File: src/core/sar_ctrl_map.svh
// Register offsets, field positions, reset values and timing constants of the converter control
`ifndef SAR_CTRL_MAP_SVH
`define SAR_CTRL_MAP_SVH

// APB register offsets (byte addresses)
`define SAR_OFF_CTRL      8'h00
`define SAR_OFF_STATUS    8'h04
`define SAR_OFF_RESULT    8'h08
`define SAR_OFF_LAST      8'h0c

// Control register fields
`define SAR_CTRL_NAP      0
`define SAR_CTRL_SLEEP    1
`define SAR_CTRL_RST      2'h0

// Status register fields
`define SAR_ST_BUSY       0
`define SAR_ST_PD         1
`define SAR_ST_RANGE      2
`define SAR_ST_FORMAT     3
`define SAR_ST_VALID      4
`define SAR_ST_LVL_LO     8
`define SAR_ST_LVL_HI     11

// Result register field: fifo valid flag above the 16-bit code
`define SAR_RES_VALID     16

// Search constants
`define SAR_BITS          16
`define SAR_MSB_IDX       4'hf
`define SAR_MSB_TRIAL     16'h8000
`define SAR_CODE_RST      16'h0000
`define SAR_STEP_RST      8'h00

// Coding selections {range, format}
`define SAR_SEL_FD_2C     2'b00
`define SAR_SEL_FD_OB     2'b01
`define SAR_SEL_PB_2C     2'b10
`define SAR_SEL_PU_SB     2'b11

// Timing: clock period and fastest sample period in ns
`define SAR_CLK_PERIOD_NS 100
`define SAR_SAMPLE_NS     400
`define SAR_SAMPLE_CYC    ((`SAR_SAMPLE_NS + `SAR_CLK_PERIOD_NS - 1) / `SAR_CLK_PERIOD_NS)

`endif

File: src/core/sar_ctrl_pkg.sv
// Types shared by the converter control files
package sar_ctrl_pkg;

    // Conversion sequencer states, Gray coded along acquire, convert, hand over
    typedef enum logic [1:0] {
        ST_ACQ  = 2'b00,
        ST_CONV = 2'b01,
        ST_HOLD = 2'b11
    } conv_state_t;

    // Analog span driven to the front end
    typedef enum logic [1:0] {
        SPAN_FULL_DIFF = 2'b00,
        SPAN_BIPOLAR   = 2'b01,
        SPAN_UNIPOLAR  = 2'b10
    } span_t;

endpackage

File: src/core/result_fifo.sv
// Result FIFO with valid/ready on both sides
`timescale 1ns/1ps
module result_fifo #(
    parameter int WIDTH = 16,
    parameter int DEPTH = 8,
    parameter int AW    = $clog2(DEPTH)
) (
    input  wire logic             pclk,
    input  wire logic             presetn,
    input  wire logic             in_valid,
    output logic                  in_ready,
    input  wire logic [WIDTH-1:0] in_data,
    output logic                  out_valid,
    input  wire logic             out_ready,
    output logic      [WIDTH-1:0] out_data,
    output logic      [AW:0]      level
);
    logic [WIDTH-1:0] mem [DEPTH];
    logic [AW:0]      wr_ptr_r;
    logic [AW:0]      rd_ptr_r;

    // Pointer arithmetic wraps naturally only for powers of two
    if (DEPTH < 2 || (1 << AW) != DEPTH) begin : g_bad_depth
        $error("result_fifo: DEPTH must be a power of two, at least 2");
    end

    // Extra pointer bit tells full from empty
    assign level     = wr_ptr_r - rd_ptr_r;
    assign in_ready  = (level != DEPTH[AW:0]);
    assign out_valid = (level != '0);
    assign out_data  = mem[rd_ptr_r[AW-1:0]];

    // Write side
    always_ff @(posedge pclk or negedge presetn) begin
        if (!presetn) begin
            wr_ptr_r <= '0;
        end else if (in_valid && in_ready) begin
            wr_ptr_r <= wr_ptr_r + 1'b1;
        end
    end

    // Storage has no reset; only written words are ever read
    always_ff @(posedge pclk) begin
        if (in_valid && in_ready) begin
            mem[wr_ptr_r[AW-1:0]] <= in_data;
        end
    end

    // Read side
    always_ff @(posedge pclk or negedge presetn) begin
        if (!presetn) begin
            rd_ptr_r <= '0;
        end else if (out_valid && out_ready) begin
            rd_ptr_r <= rd_ptr_r + 1'b1;
        end
    end

endmodule // result_fifo

File: src/core/sar_conversion_control.sv
// Successive-approximation conversion sequencer with APB registers and result FIFO
//
// Functional notes
// - Alternate acquisition and conversion phases
// - Start input falling edge begins conversion
// - Binary search, one bit per step, MSB first
// - Assemble result for selected output port
// - Internal step timer times the conversion
// - Target of 2.5 million conversions per second; at the 100 ns clock, 16 steps plus two clocks per conversion give about 555 thousand
// - Parallel result is that conversion's own code
// - Nap and sleep reduced-power states
// - Three selectable input spans, 65536 codes
// - Coding chosen by range and format pins
// - Offset binary is two's complement, MSB inverted
// - Pin pair maps to span and coding
// - Busy high through conversion, falls when ready
// - Reset aborts conversion, data bus released
// - Power-down request ignores conversion starts
//
// Decided for this implementation: the address map and the APB slave port.
`timescale 1ns/1ps
`include "sar_ctrl_map.svh"
module sar_conversion_control #(
    parameter int STEP_CYCLES = 1,
    parameter int FIFO_DEPTH  = 8
) (
    input  wire logic        pclk,
    input  wire logic        presetn,
    input  wire logic        psel,
    input  wire logic        penable,
    input  wire logic        pwrite,
    input  wire logic [7:0]  paddr,
    input  wire logic [31:0] pwdata,
    output logic      [31:0] prdata,
    output logic             pready,
    output logic             pslverr,
    input  wire logic        conversion_start_n,
    input  wire logic        input_range_select,
    input  wire logic        output_format_select,
    input  wire logic        power_down_request,
    input  wire logic        reset_request,
    input  wire logic        chip_select_n,
    input  wire logic        comparator_out,
    output logic             sample_track,
    output logic      [15:0] sampling_capacitor_array,
    output logic             busy,
    output logic      [1:0]  span_select,
    output logic             nap_active,
    output logic             sleep_active,
    output logic      [15:0] data_out,
    output logic             data_oe
);
    localparam int LW = $clog2(FIFO_DEPTH) + 1;

    // At least one clock per step; the step timer is 8 bits wide and
    // the four-bit status level field holds a depth of 8 at most
    if (STEP_CYCLES < 1 || STEP_CYCLES > 255 || FIFO_DEPTH > 8) begin : g_bad_param
        $error("sar_conversion_control: STEP_CYCLES or FIFO_DEPTH out of range");
    end

    sar_ctrl_pkg::conv_state_t state_r;
    logic [15:0]   sar_r;
    logic [3:0]    bit_idx_r;
    logic [7:0]    step_cnt_r;
    logic          start_prev_r;
    logic [1:0]    ctrl_r;
    logic [15:0]   data_out_r;
    logic          data_valid_r;
    logic [15:0]   push_data_r;
    logic [15:0]   trial;
    logic [15:0]   decided;
    logic [15:0]   coded;
    logic          start_fall;
    logic          accept;
    logic          step_done;
    logic          last_step;
    logic          fifo_in_ready;
    logic          fifo_out_valid;
    logic          fifo_pop;
    logic [15:0]   fifo_out_data;
    logic [LW-1:0] fifo_level;
    logic          apb_access;
    logic          addr_hit;

    // Start edge detect; inputs arrive synchronous to pclk
    always_ff @(posedge pclk or negedge presetn) begin
        if (!presetn) begin
            start_prev_r <= 1'b1;
        end else begin
            start_prev_r <= conversion_start_n;
        end
    end

    assign start_fall = start_prev_r && !conversion_start_n;
    // Starts while busy, powered down, asleep or in reset are dropped, not queued
    assign accept = start_fall && (state_r == sar_ctrl_pkg::ST_ACQ)
                    && !power_down_request && !ctrl_r[`SAR_CTRL_SLEEP]
                    && !reset_request;

    // Internal step timer stands in for the conversion oscillator
    assign step_done = (step_cnt_r == 8'(STEP_CYCLES - 1));
    assign last_step = step_done && (bit_idx_r == '0);

    // Trial code: decided bits plus the bit under test
    assign trial   = sar_r | (16'h0001 << bit_idx_r);
    assign decided = comparator_out ? trial : sar_r;

    // Raw search gives straight binary; signed codings flip the MSB
    always_comb begin
        coded = decided;
        unique case ({input_range_select, output_format_select})
            `SAR_SEL_FD_2C: coded = decided ^ `SAR_MSB_TRIAL;
            `SAR_SEL_FD_OB: coded = decided;
            `SAR_SEL_PB_2C: coded = decided ^ `SAR_MSB_TRIAL;
            `SAR_SEL_PU_SB: coded = decided;
        endcase
    end

    // Span request to the analog front end
    always_comb begin
        unique case ({input_range_select, output_format_select})
            `SAR_SEL_PB_2C: span_select = sar_ctrl_pkg::SPAN_BIPOLAR;
            `SAR_SEL_PU_SB: span_select = sar_ctrl_pkg::SPAN_UNIPOLAR;
            default:        span_select = sar_ctrl_pkg::SPAN_FULL_DIFF;
        endcase
    end

    // Sequencer: acquire, search, hand the code to the FIFO
    always_ff @(posedge pclk or negedge presetn) begin
        if (!presetn) begin
            state_r <= sar_ctrl_pkg::ST_ACQ;
        end else if (reset_request) begin
            state_r <= sar_ctrl_pkg::ST_ACQ;
        end else begin
            unique case (state_r)
                sar_ctrl_pkg::ST_ACQ:  if (accept) state_r <= sar_ctrl_pkg::ST_CONV;
                sar_ctrl_pkg::ST_CONV: if (last_step) state_r <= sar_ctrl_pkg::ST_HOLD;
                // Full FIFO stalls here with busy high until software drains it
                sar_ctrl_pkg::ST_HOLD: if (fifo_in_ready) state_r <= sar_ctrl_pkg::ST_ACQ;
            endcase
        end
    end

    // Search register, bit pointer and step timer
    always_ff @(posedge pclk or negedge presetn) begin
        if (!presetn) begin
            sar_r      <= `SAR_CODE_RST;
            bit_idx_r  <= `SAR_MSB_IDX;
            step_cnt_r <= `SAR_STEP_RST;
        end else if (accept) begin
            sar_r      <= `SAR_CODE_RST;
            bit_idx_r  <= `SAR_MSB_IDX;
            step_cnt_r <= `SAR_STEP_RST;
        end else if (state_r == sar_ctrl_pkg::ST_CONV) begin
            if (step_done) begin
                sar_r      <= decided;
                bit_idx_r  <= bit_idx_r - 1'b1;
                step_cnt_r <= `SAR_STEP_RST;
            end else begin
                step_cnt_r <= step_cnt_r + 1'b1;
            end
        end
    end

    // Output register loads only when a search completes
    always_ff @(posedge pclk or negedge presetn) begin
        if (!presetn) begin
            data_out_r  <= `SAR_CODE_RST;
            push_data_r <= `SAR_CODE_RST;
        end else if (state_r == sar_ctrl_pkg::ST_CONV && last_step && !reset_request) begin
            data_out_r  <= coded;
            push_data_r <= coded;
        end
    end

    // Bus released after reset until a fresh result exists
    always_ff @(posedge pclk or negedge presetn) begin
        if (!presetn) begin
            data_valid_r <= 1'b0;
        end else if (reset_request) begin
            data_valid_r <= 1'b0;
        end else if (state_r == sar_ctrl_pkg::ST_CONV && last_step) begin
            data_valid_r <= 1'b1;
        end
    end

    assign data_out     = data_out_r;
    assign data_oe      = data_valid_r && !chip_select_n;
    assign busy         = (state_r != sar_ctrl_pkg::ST_ACQ);
    assign sample_track = (state_r == sar_ctrl_pkg::ST_ACQ);
    assign sampling_capacitor_array = (state_r == sar_ctrl_pkg::ST_CONV) ? trial : sar_r;
    // Nap drops out while converting; sleep holds until software clears it
    assign nap_active   = ctrl_r[`SAR_CTRL_NAP] && !busy;
    assign sleep_active = ctrl_r[`SAR_CTRL_SLEEP] || power_down_request;

    // Results queue for software; fastest rate is the clock over the search length plus two cycles
    result_fifo #(
        .WIDTH (`SAR_BITS),
        .DEPTH (FIFO_DEPTH)
    ) u_fifo (
        .pclk      (pclk),
        .presetn   (presetn),
        .in_valid  (state_r == sar_ctrl_pkg::ST_HOLD),
        .in_ready  (fifo_in_ready),
        .in_data   (push_data_r),
        .out_valid (fifo_out_valid),
        .out_ready (fifo_pop),
        .out_data  (fifo_out_data),
        .level     (fifo_level)
    );

    // APB slave: zero wait states, error on unmapped offsets
    assign apb_access = psel && penable;
    assign addr_hit   = (paddr == `SAR_OFF_CTRL) || (paddr == `SAR_OFF_STATUS)
                        || (paddr == `SAR_OFF_RESULT) || (paddr == `SAR_OFF_LAST);
    assign pready     = 1'b1;
    assign pslverr    = apb_access && !addr_hit;
    assign fifo_pop   = apb_access && !pwrite && (paddr == `SAR_OFF_RESULT);

    // Control register: nap and sleep requests
    always_ff @(posedge pclk or negedge presetn) begin
        if (!presetn) begin
            ctrl_r <= `SAR_CTRL_RST;
        end else if (apb_access && pwrite && paddr == `SAR_OFF_CTRL) begin
            ctrl_r <= pwdata[1:0];
        end
    end

    // Read mux; reading the result word pops the FIFO
    always_comb begin
        prdata = 32'h0;
        unique case (paddr)
            `SAR_OFF_CTRL:   prdata[1:0] = ctrl_r;
            `SAR_OFF_STATUS: begin
                prdata[`SAR_ST_BUSY]   = busy;
                prdata[`SAR_ST_PD]     = power_down_request;
                prdata[`SAR_ST_RANGE]  = input_range_select;
                prdata[`SAR_ST_FORMAT] = output_format_select;
                prdata[`SAR_ST_VALID]  = data_valid_r;
                prdata[`SAR_ST_LVL_HI:`SAR_ST_LVL_LO] = 4'(fifo_level);
            end
            `SAR_OFF_RESULT: begin
                prdata[`SAR_RES_VALID] = fifo_out_valid;
                prdata[15:0]           = fifo_out_valid ? fifo_out_data : `SAR_CODE_RST;
            end
            `SAR_OFF_LAST:   prdata[15:0] = data_out_r;
            default:         prdata = 32'h0;
        endcase
    end

    // Helper: cycles spent converting; wide enough for 16 steps of 255 cycles
    logic [11:0] conv_cnt_r;
    always_ff @(posedge pclk or negedge presetn) begin
        if (!presetn) begin
            conv_cnt_r <= 12'h000;
        end else if (accept) begin
            conv_cnt_r <= 12'h000;
        end else if (state_r == sar_ctrl_pkg::ST_CONV) begin
            conv_cnt_r <= conv_cnt_r + 1'b1;
        end
    end
endmodule // sar_conversion_control

File: config.mk
export PLATFORM = sky130hd
export DESIGN_NAME = sar_conversion_control
export DESIGN_NICKNAME = d
export VERILOG_FILES = /design/src/core/sar_ctrl_pkg.sv /design/src/core/result_fifo.sv /design/src/core/sar_conversion_control.sv
export VERILOG_INCLUDE_DIRS = /design/src /design/src/core
export SDC_FILE = /design/constraint.sdc
export NUM_CORES = 1
export LEC_CHECK = 0
export BUFFER_PORTS_ARGS = -buffer_cell sky130_fd_sc_hd__buf_2
export CORE_MARGIN = 3
export CORE_UTILIZATION = 32
export CTS_CLUSTER_DIAMETER = 60
export DETAILED_ROUTE_END_ITERATION = 12
export SLEW_MARGIN = 20
export SYNTH_ARGS = -nofsm -noshare
export SYNTH_HDL_FRONTEND = slang
export SYNTH_HIERARCHICAL = 1
export SYNTH_SLANG_ARGS = --single-unit
File: constraint.sdc
create_clock -name pclk -period 4.4 [get_ports pclk]
set_input_delay 0.44 -clock pclk [delete_from_list [all_inputs] [get_ports pclk]]
set_output_delay 0.44 -clock pclk [all_outputs]
set_load 0.05 [all_outputs]
==> reports/qor.csv, run 1 <==
metric;value;unit
fp.coreArea;25470;µm²
synth_cell_type_count;59;
wire_per_inst;18.31;µm
gp_congestion;0.7795;
hold_path.class;input port to async pin;
drc;0;
final_cells;1036;
io_buffers;78;
r2r-start;u_fifo/wr_ptr_r[0];
maxCapViolCount;0;
max_stage_delay;0.53;ns
critPathLaunchType;flip-flop;
start_util;32.99;%
cts_tree;built;
path_class;flip-flop to primary output;
nets;759;
cts_resized;0;
worstPathMaxFanout;17;
path_cells;inv_1 -> ha_1 -> inv_1 -> fa_1 -> nand2b_1 -> nor2_1 -> nand2_1 -> inv_1 -> nor4_4 -> buf_4 -> a21o_1 -> buf_2;
dieArea;28240;µm²
synthCells;612;
holdBufCountCts;0;
p_leak;4.030;nW
status;complete, no violations;
period_needed;3.789;ns
startpoint;u_fifo/wr_ptr_r[0];
post_drt_via_cell_ratio;5.000;
period_share;86.11;%
cts_made_buffers;17;
peakVddDrop;238.9;µV
cpMostUsedCell;inv_1;
crit_slowest_cell;fa_1;
cts_buffer_depth;2;
drtIter0Drc;334;
num_io_pins;125;
overflow;0;
crit_required;3.96;ns
path_clk_slew;0.07;ns
vias;5180;
tns;0;ns
die_h;168.1;µm
synth-edff-count;128;
die_w;168.1;µm
rows;58;
layout-drive-gt1-share;28.33;%
avgSynthCellArea;13.73;µm²
skew;0.009483;ns
area_growth;16.45;%
endpoint_kind;primary output;
cts_root_buffer;clkbuf_16;
finalWirelength;18970;µm
setup_violations;0;
fmax;263.9;MHz
grt_pass1_wl;29830;µm
antenna_found_initial;0;
synth-seq-area-share;63.08;%
grt_pass1_vias;5132;
synth_ff_type;edfxtp_1;
drt_pass1_iterations;5;
synthArstFlopShare;31.18;%
tightest_slew;0.8367;ns
r2r_setup_slack;1.02;ns
grt_use_total;13.69;%
synth_seq_cells;186;
critPathArrivalTime;3.35;ns
diodes;0;
clkLatencyLatePin;0.43;ns
placedCellCount;1005;
report.final.slew_viol_count;0;
grt_max_degree;36;
syn_area;8404;µm²
hold_viol_final;0;
dp_hpwl;12680;µm
n_fill_cell;2431;
h-tree-depth;4;
post_cts_buffers;0;
antenna_left;0;
rsz0062_at_grt;no;
slew_headroom;43.79;%
powerDensity;395.7;nW/µm²
clkSinkCount;186;
ys_warn_count;6;
power breakdown:
part	internal [mW]	leakage (nW)	total (mW)	switching, mW
registers	1.90	2.07	1.94	0.0459
clock network	0.902	0.294	1.56	0.661
logic	0.106	1.67	0.367	0.261
registers in the layout, summed over array words and instances (netlist names):
name             count
bit_idx_r            4
ctrl_r               2
data_valid_r         1
push_data_r         16
sar_r               16
start_prev_r         1
state_r              2
step_cnt_r           8
u_fifo/mem         128
u_fifo/rd_ptr_r      4
u_fifo/wr_ptr_r      4
worst max-delay path: cells and delay by family (launching register included):
| family | cells | cell delay [ns] |
|---|---|---|
| AOI/OAI and AO/OA | 1 | 0.22 |
| DFF | 1 | 0.50 |
| buffers and inverters | 5 | 0.82 |
| adders and majority gates | 2 | 0.71 |
| and+or+nand+nor | 4 | 0.66 |
kinds of logic after synthesis:
| group | Yosys count | synth area share [%] |
|---|---|---|
| AOI/OAI and AO/OA | 105 | 9.156 |
| xor gates and xnor gates | 15 | 1.653 |
| adders and majority gates | 13 | 2.025 |
| buffers and inverters | 67 | 3.886 |
| DFF | 186 | 63.08 |
| muxes | 39 | 9.558 |
| other | 2 | 0.08936 |
| and+or+nand+nor | 185 | 10.56 |
final timing paths:
kind / to / cells past startpoint
max in group asynchronous: start_prev_r / 2
min reg2reg: step_cnt_r[7] / 1
min: step_cnt_r[4] / 1
min in group pclk: start_prev_r / 1
max: prdata[9] / 12
max reg2reg: u_fifo/mem[0][1] / 10
area by class of cell:
| type | count | area [µm²] | share of cell area (%) |
|---|---|---|---|
| flip-flops and latches | 186 | 5303 | 54.18 |
| multi-input cells | 373 | 2855 | 29.17 |
| repair buffers | 101 | 563.0 | 5.753 |
| clock buffers | 19 | 432.9 | 4.423 |
| well taps | 330 | 412.9 | 4.219 |
| clock inverters | 12 | 163.9 | 1.675 |
| inverters | 15 | 56.30 | 0.5753 |
layer usage:
layer	GRT usage [%]	wire length [µm]	vias up
li1	-	-	2424
met1	19.45	8832	2610
met2	21.43	8983	127
met3	2.888	915	19
met4	3.735	242	0
met5	0	0	-
cell usage after synthesis, drive strengths merged, types with 3 or more instances:
library cell | count | area, µm²
edfxtp | 128 | 3844
o21ai | 19 | 98.85
nand2b | 6 | 37.54
a21o | 9 | 67.56
a31oi | 14 | 87.58
nor2b | 6 | 37.54
a22o | 16 | 140.1
dfstp | 5 | 131.4
xor2 | 8 | 77.58
ha | 12 | 150.1
mux4 | 32 | 720.7
nor3 | 14 | 70.07
clkbuf | 23 | 86.33
buf | 29 | 183.9
nor4 | 5 | 61.31
o21a | 7 | 52.55
nor2 | 35 | 131.4
inv | 14 | 52.55
mux2 | 7 | 82.57
xnor2 | 7 | 61.31
nand4 | 7 | 43.79
a31o | 11 | 96.34
a21oi | 12 | 60.06
nand3 | 4 | 20.02
and3 | 4 | 30.03
and2 | 3 | 18.77
dfrtp | 53 | 1326
nand2 | 89 | 334.1
a41o | 3 | 30.03
a41oi | 4 | 35.03
stage by stage:
step | power (mW) | hold slack (ns) | utilization [%] | worst slack (ns) | area, µm²
2_1_floorplan | 2.253 | 0.1444 | - | 0.6928 | 8457
3_5_place_dp | 2.344 | 0.4969 | 36.08 | 1.024 | 9190
5_1_grt | 4.025 | 0.09789 | 38.42 | 0.3556 | 9787
3_3_place_gp | 2.341 | 0.4970 | 36.08 | 1.104 | 9190
4_1_cts | 3.904 | 0.06092 | 38.42 | 0.5689 | 9787
6_report | 3.873 | 0.04462 | 38.42 | 0.6111 | 9787
cells in the final DEF (no fill, tap or decap), drive strengths merged, types with 7 or more instances in the layout:
master,synthesis,layout
xor2,8,8
a22o,16,16
nand4,7,7
a31oi,14,14
a21oi,12,12
o21a,7,7
nor2,35,35
dfrtp,53,53
a31o,11,11
conb,2,16
inv,14,19
o21ai,19,19
mux4,32,32
xnor2,7,7
nand2,89,89
edfxtp,128,128
buf,29,101
mux2,7,7
ha,12,12
clkbuf,23,19
nor3,14,14
a21o,9,9
(Power assumes the default switching activity.)
==> inputs of run 2 (changes only) <==
CORE_UTILIZATION = 55   (was 32)
PLACE_DENSITY = 0.77   (was default)
==> reports/qor.csv, run 2 (synthesis gave the netlist of run 1 again) <==
metric;value;unit
grt_use_total;22.03;%
overflow;0;
post_drt_via_cell_ratio;5.968;
grt_pass1_wl;27870;µm
endpoint_kind;primary output;
layout-drive-gt1-share;27.98;%
largest_register_ffs;128;
hold_path.class;input port to flip-flop;
rsz0062_at_grt;no;
hold_viol_final;0;
drt_pass1_iterations;5;
worst-path-buf-inv;5;
placedCellCount;857;
post_cts_buffers;0;
path_class;flip-flop to primary output;
fmax;258.3;MHz
dp_hpwl;11670;µm
pre_cts_slack;1.011;ns
grt_max_degree;59;
holdBufCountCts;0;
use_met3;4.617;%
period_needed;3.871;ns
critPathArrivalTime;3.43;ns
finalWirelength;17930;µm
io_buffers;78;
dieArea;16800;µm²
critical-path-top-delay-family;buffers and inverters;
maxCapViolCount;0;
status;complete, no violations;
skew;0.007502;ns
period_share;87.98;%
drc;0;
setup_violations;0;
cts_made_buffers;17;
grt_pass1_vias;5161;
tns;0;ns
cts_resized;0;
h-tree-depth;4;
path_clk_slew;0.06;ns
start_util;56.96;%
final_area;9569;µm²
finalPower;3.828;mW
clkLatencyLatePin;0.43;ns
drtIter0Drc;331;
p_leak;4.009;nW
cts_tree;built;
fin_ws;0.5288;ns
postPlaceCellArea;8989;µm²
path_cells;buf_4 -> clkinv_1 -> ha_1 -> a21oi_1 -> a21oi_1 -> nor2_1 -> nand2_1 -> inv_1 -> nor4_4 -> buf_4 -> a21o_1 -> buf_2;
final_cells;888;
grt_use_met1;30.94;%
final_cell_mix;edfxtp_1 (128), nand2_1 (89), buf_2 (78);
worstPathMaxFanout;18;
antenna_left;0;
rows;44;
slew_headroom;45.78;%
num_io_pins;125;
die_w;129.6;µm
diodes;0;
vias;5300;
final_common_cell;edfxtp_1;
gp_congestion;0.8865;
clkSinkCount;186;
max_stage_delay;0.42;ns
report.final.slew_viol_count;0;
nets;757;
busiest_layer;met2;
crit_required;3.96;ns
critPathLaunchType;flip-flop;
antenna_found_initial;0;
cts_buffer_depth;2;
cts_root_buffer;clkbuf_16;
die_h;129.6;µm
peakVddDrop;493.9;µV
crit_slowest_cell;a21oi_1;
grt_use_met2;34.39;%
fp.coreArea;14750;µm²
powerDensity;400.0;nW/µm²
wire_per_inst;20.20;µm
area_growth;13.86;%
tightest_slew;0.8071;ns
[run 2: worst reg2reg max path, delay by kind of cell (launching register included)]
family	cells	cell delay, ns
AO/OA/AOI/OAI	1	0.17
adder cells (fa/ha/maj)	2	0.69
buffers and inverters	3	0.44
flip-flops	1	0.49
AND/OR/NAND/NOR	4	0.82
[run 2: through the flow]
step | util, % | hold slack [ns]
floorplan | - | 0.1444
global placement | 60.92 | 0.4917
detailed placement | 60.92 | 0.5128
CTS | 64.86 | 0.09971
global route | 64.86 | 0.1013
finish | 64.86 | 0.1232
[run 2: metal layers]
layer,up-vias,part of all wire (%)
met3,27,7.8
li1,2420,-
met4,0,2.0
met1,2614,42
met2,239,48
met5,-,0
[run 2: final cells by class]
type / instances / area, µm²
Clock inverter: 13 / 151.4
Inverter: 15 / 56.30
Tap cell: 184 / 230.2
Clock buffer: 18 / 429.2
Multi-Input combinational cell: 373 / 2851
Sequential cell: 186 / 5303
Fill cell: 1061 / 5185
Timing Repair Buffer: 99 / 548.0
[run 2: final timing paths]
kind	from	to	slack, ns	cells past startpoint
worst max-delay path	u_fifo/rd_ptr_r[2]	prdata[8]	0.53	12
worst max register to register	u_fifo/wr_ptr_r[0]	u_fifo/mem[4][5]	1.49	10
worst min register to register	step_cnt_r[7]	step_cnt_r[7]	0.53	1
worst min-delay path	conversion_start_n	start_prev_r	0.12	1
min in group asynchronous	presetn	step_cnt_r[0]	0.14	2
max in group asynchronous	presetn	u_fifo/rd_ptr_r[0]	3.72	2
[run 2: power breakdown]
| group | switching [mW] | internal, mW | total (mW) |
|---|---|---|---|
| registers | 0.0473 | 1.90 | 1.94 |
| clock network | 0.626 | 0.886 | 1.51 |
| logic | 0.264 | 0.107 | 0.371 |
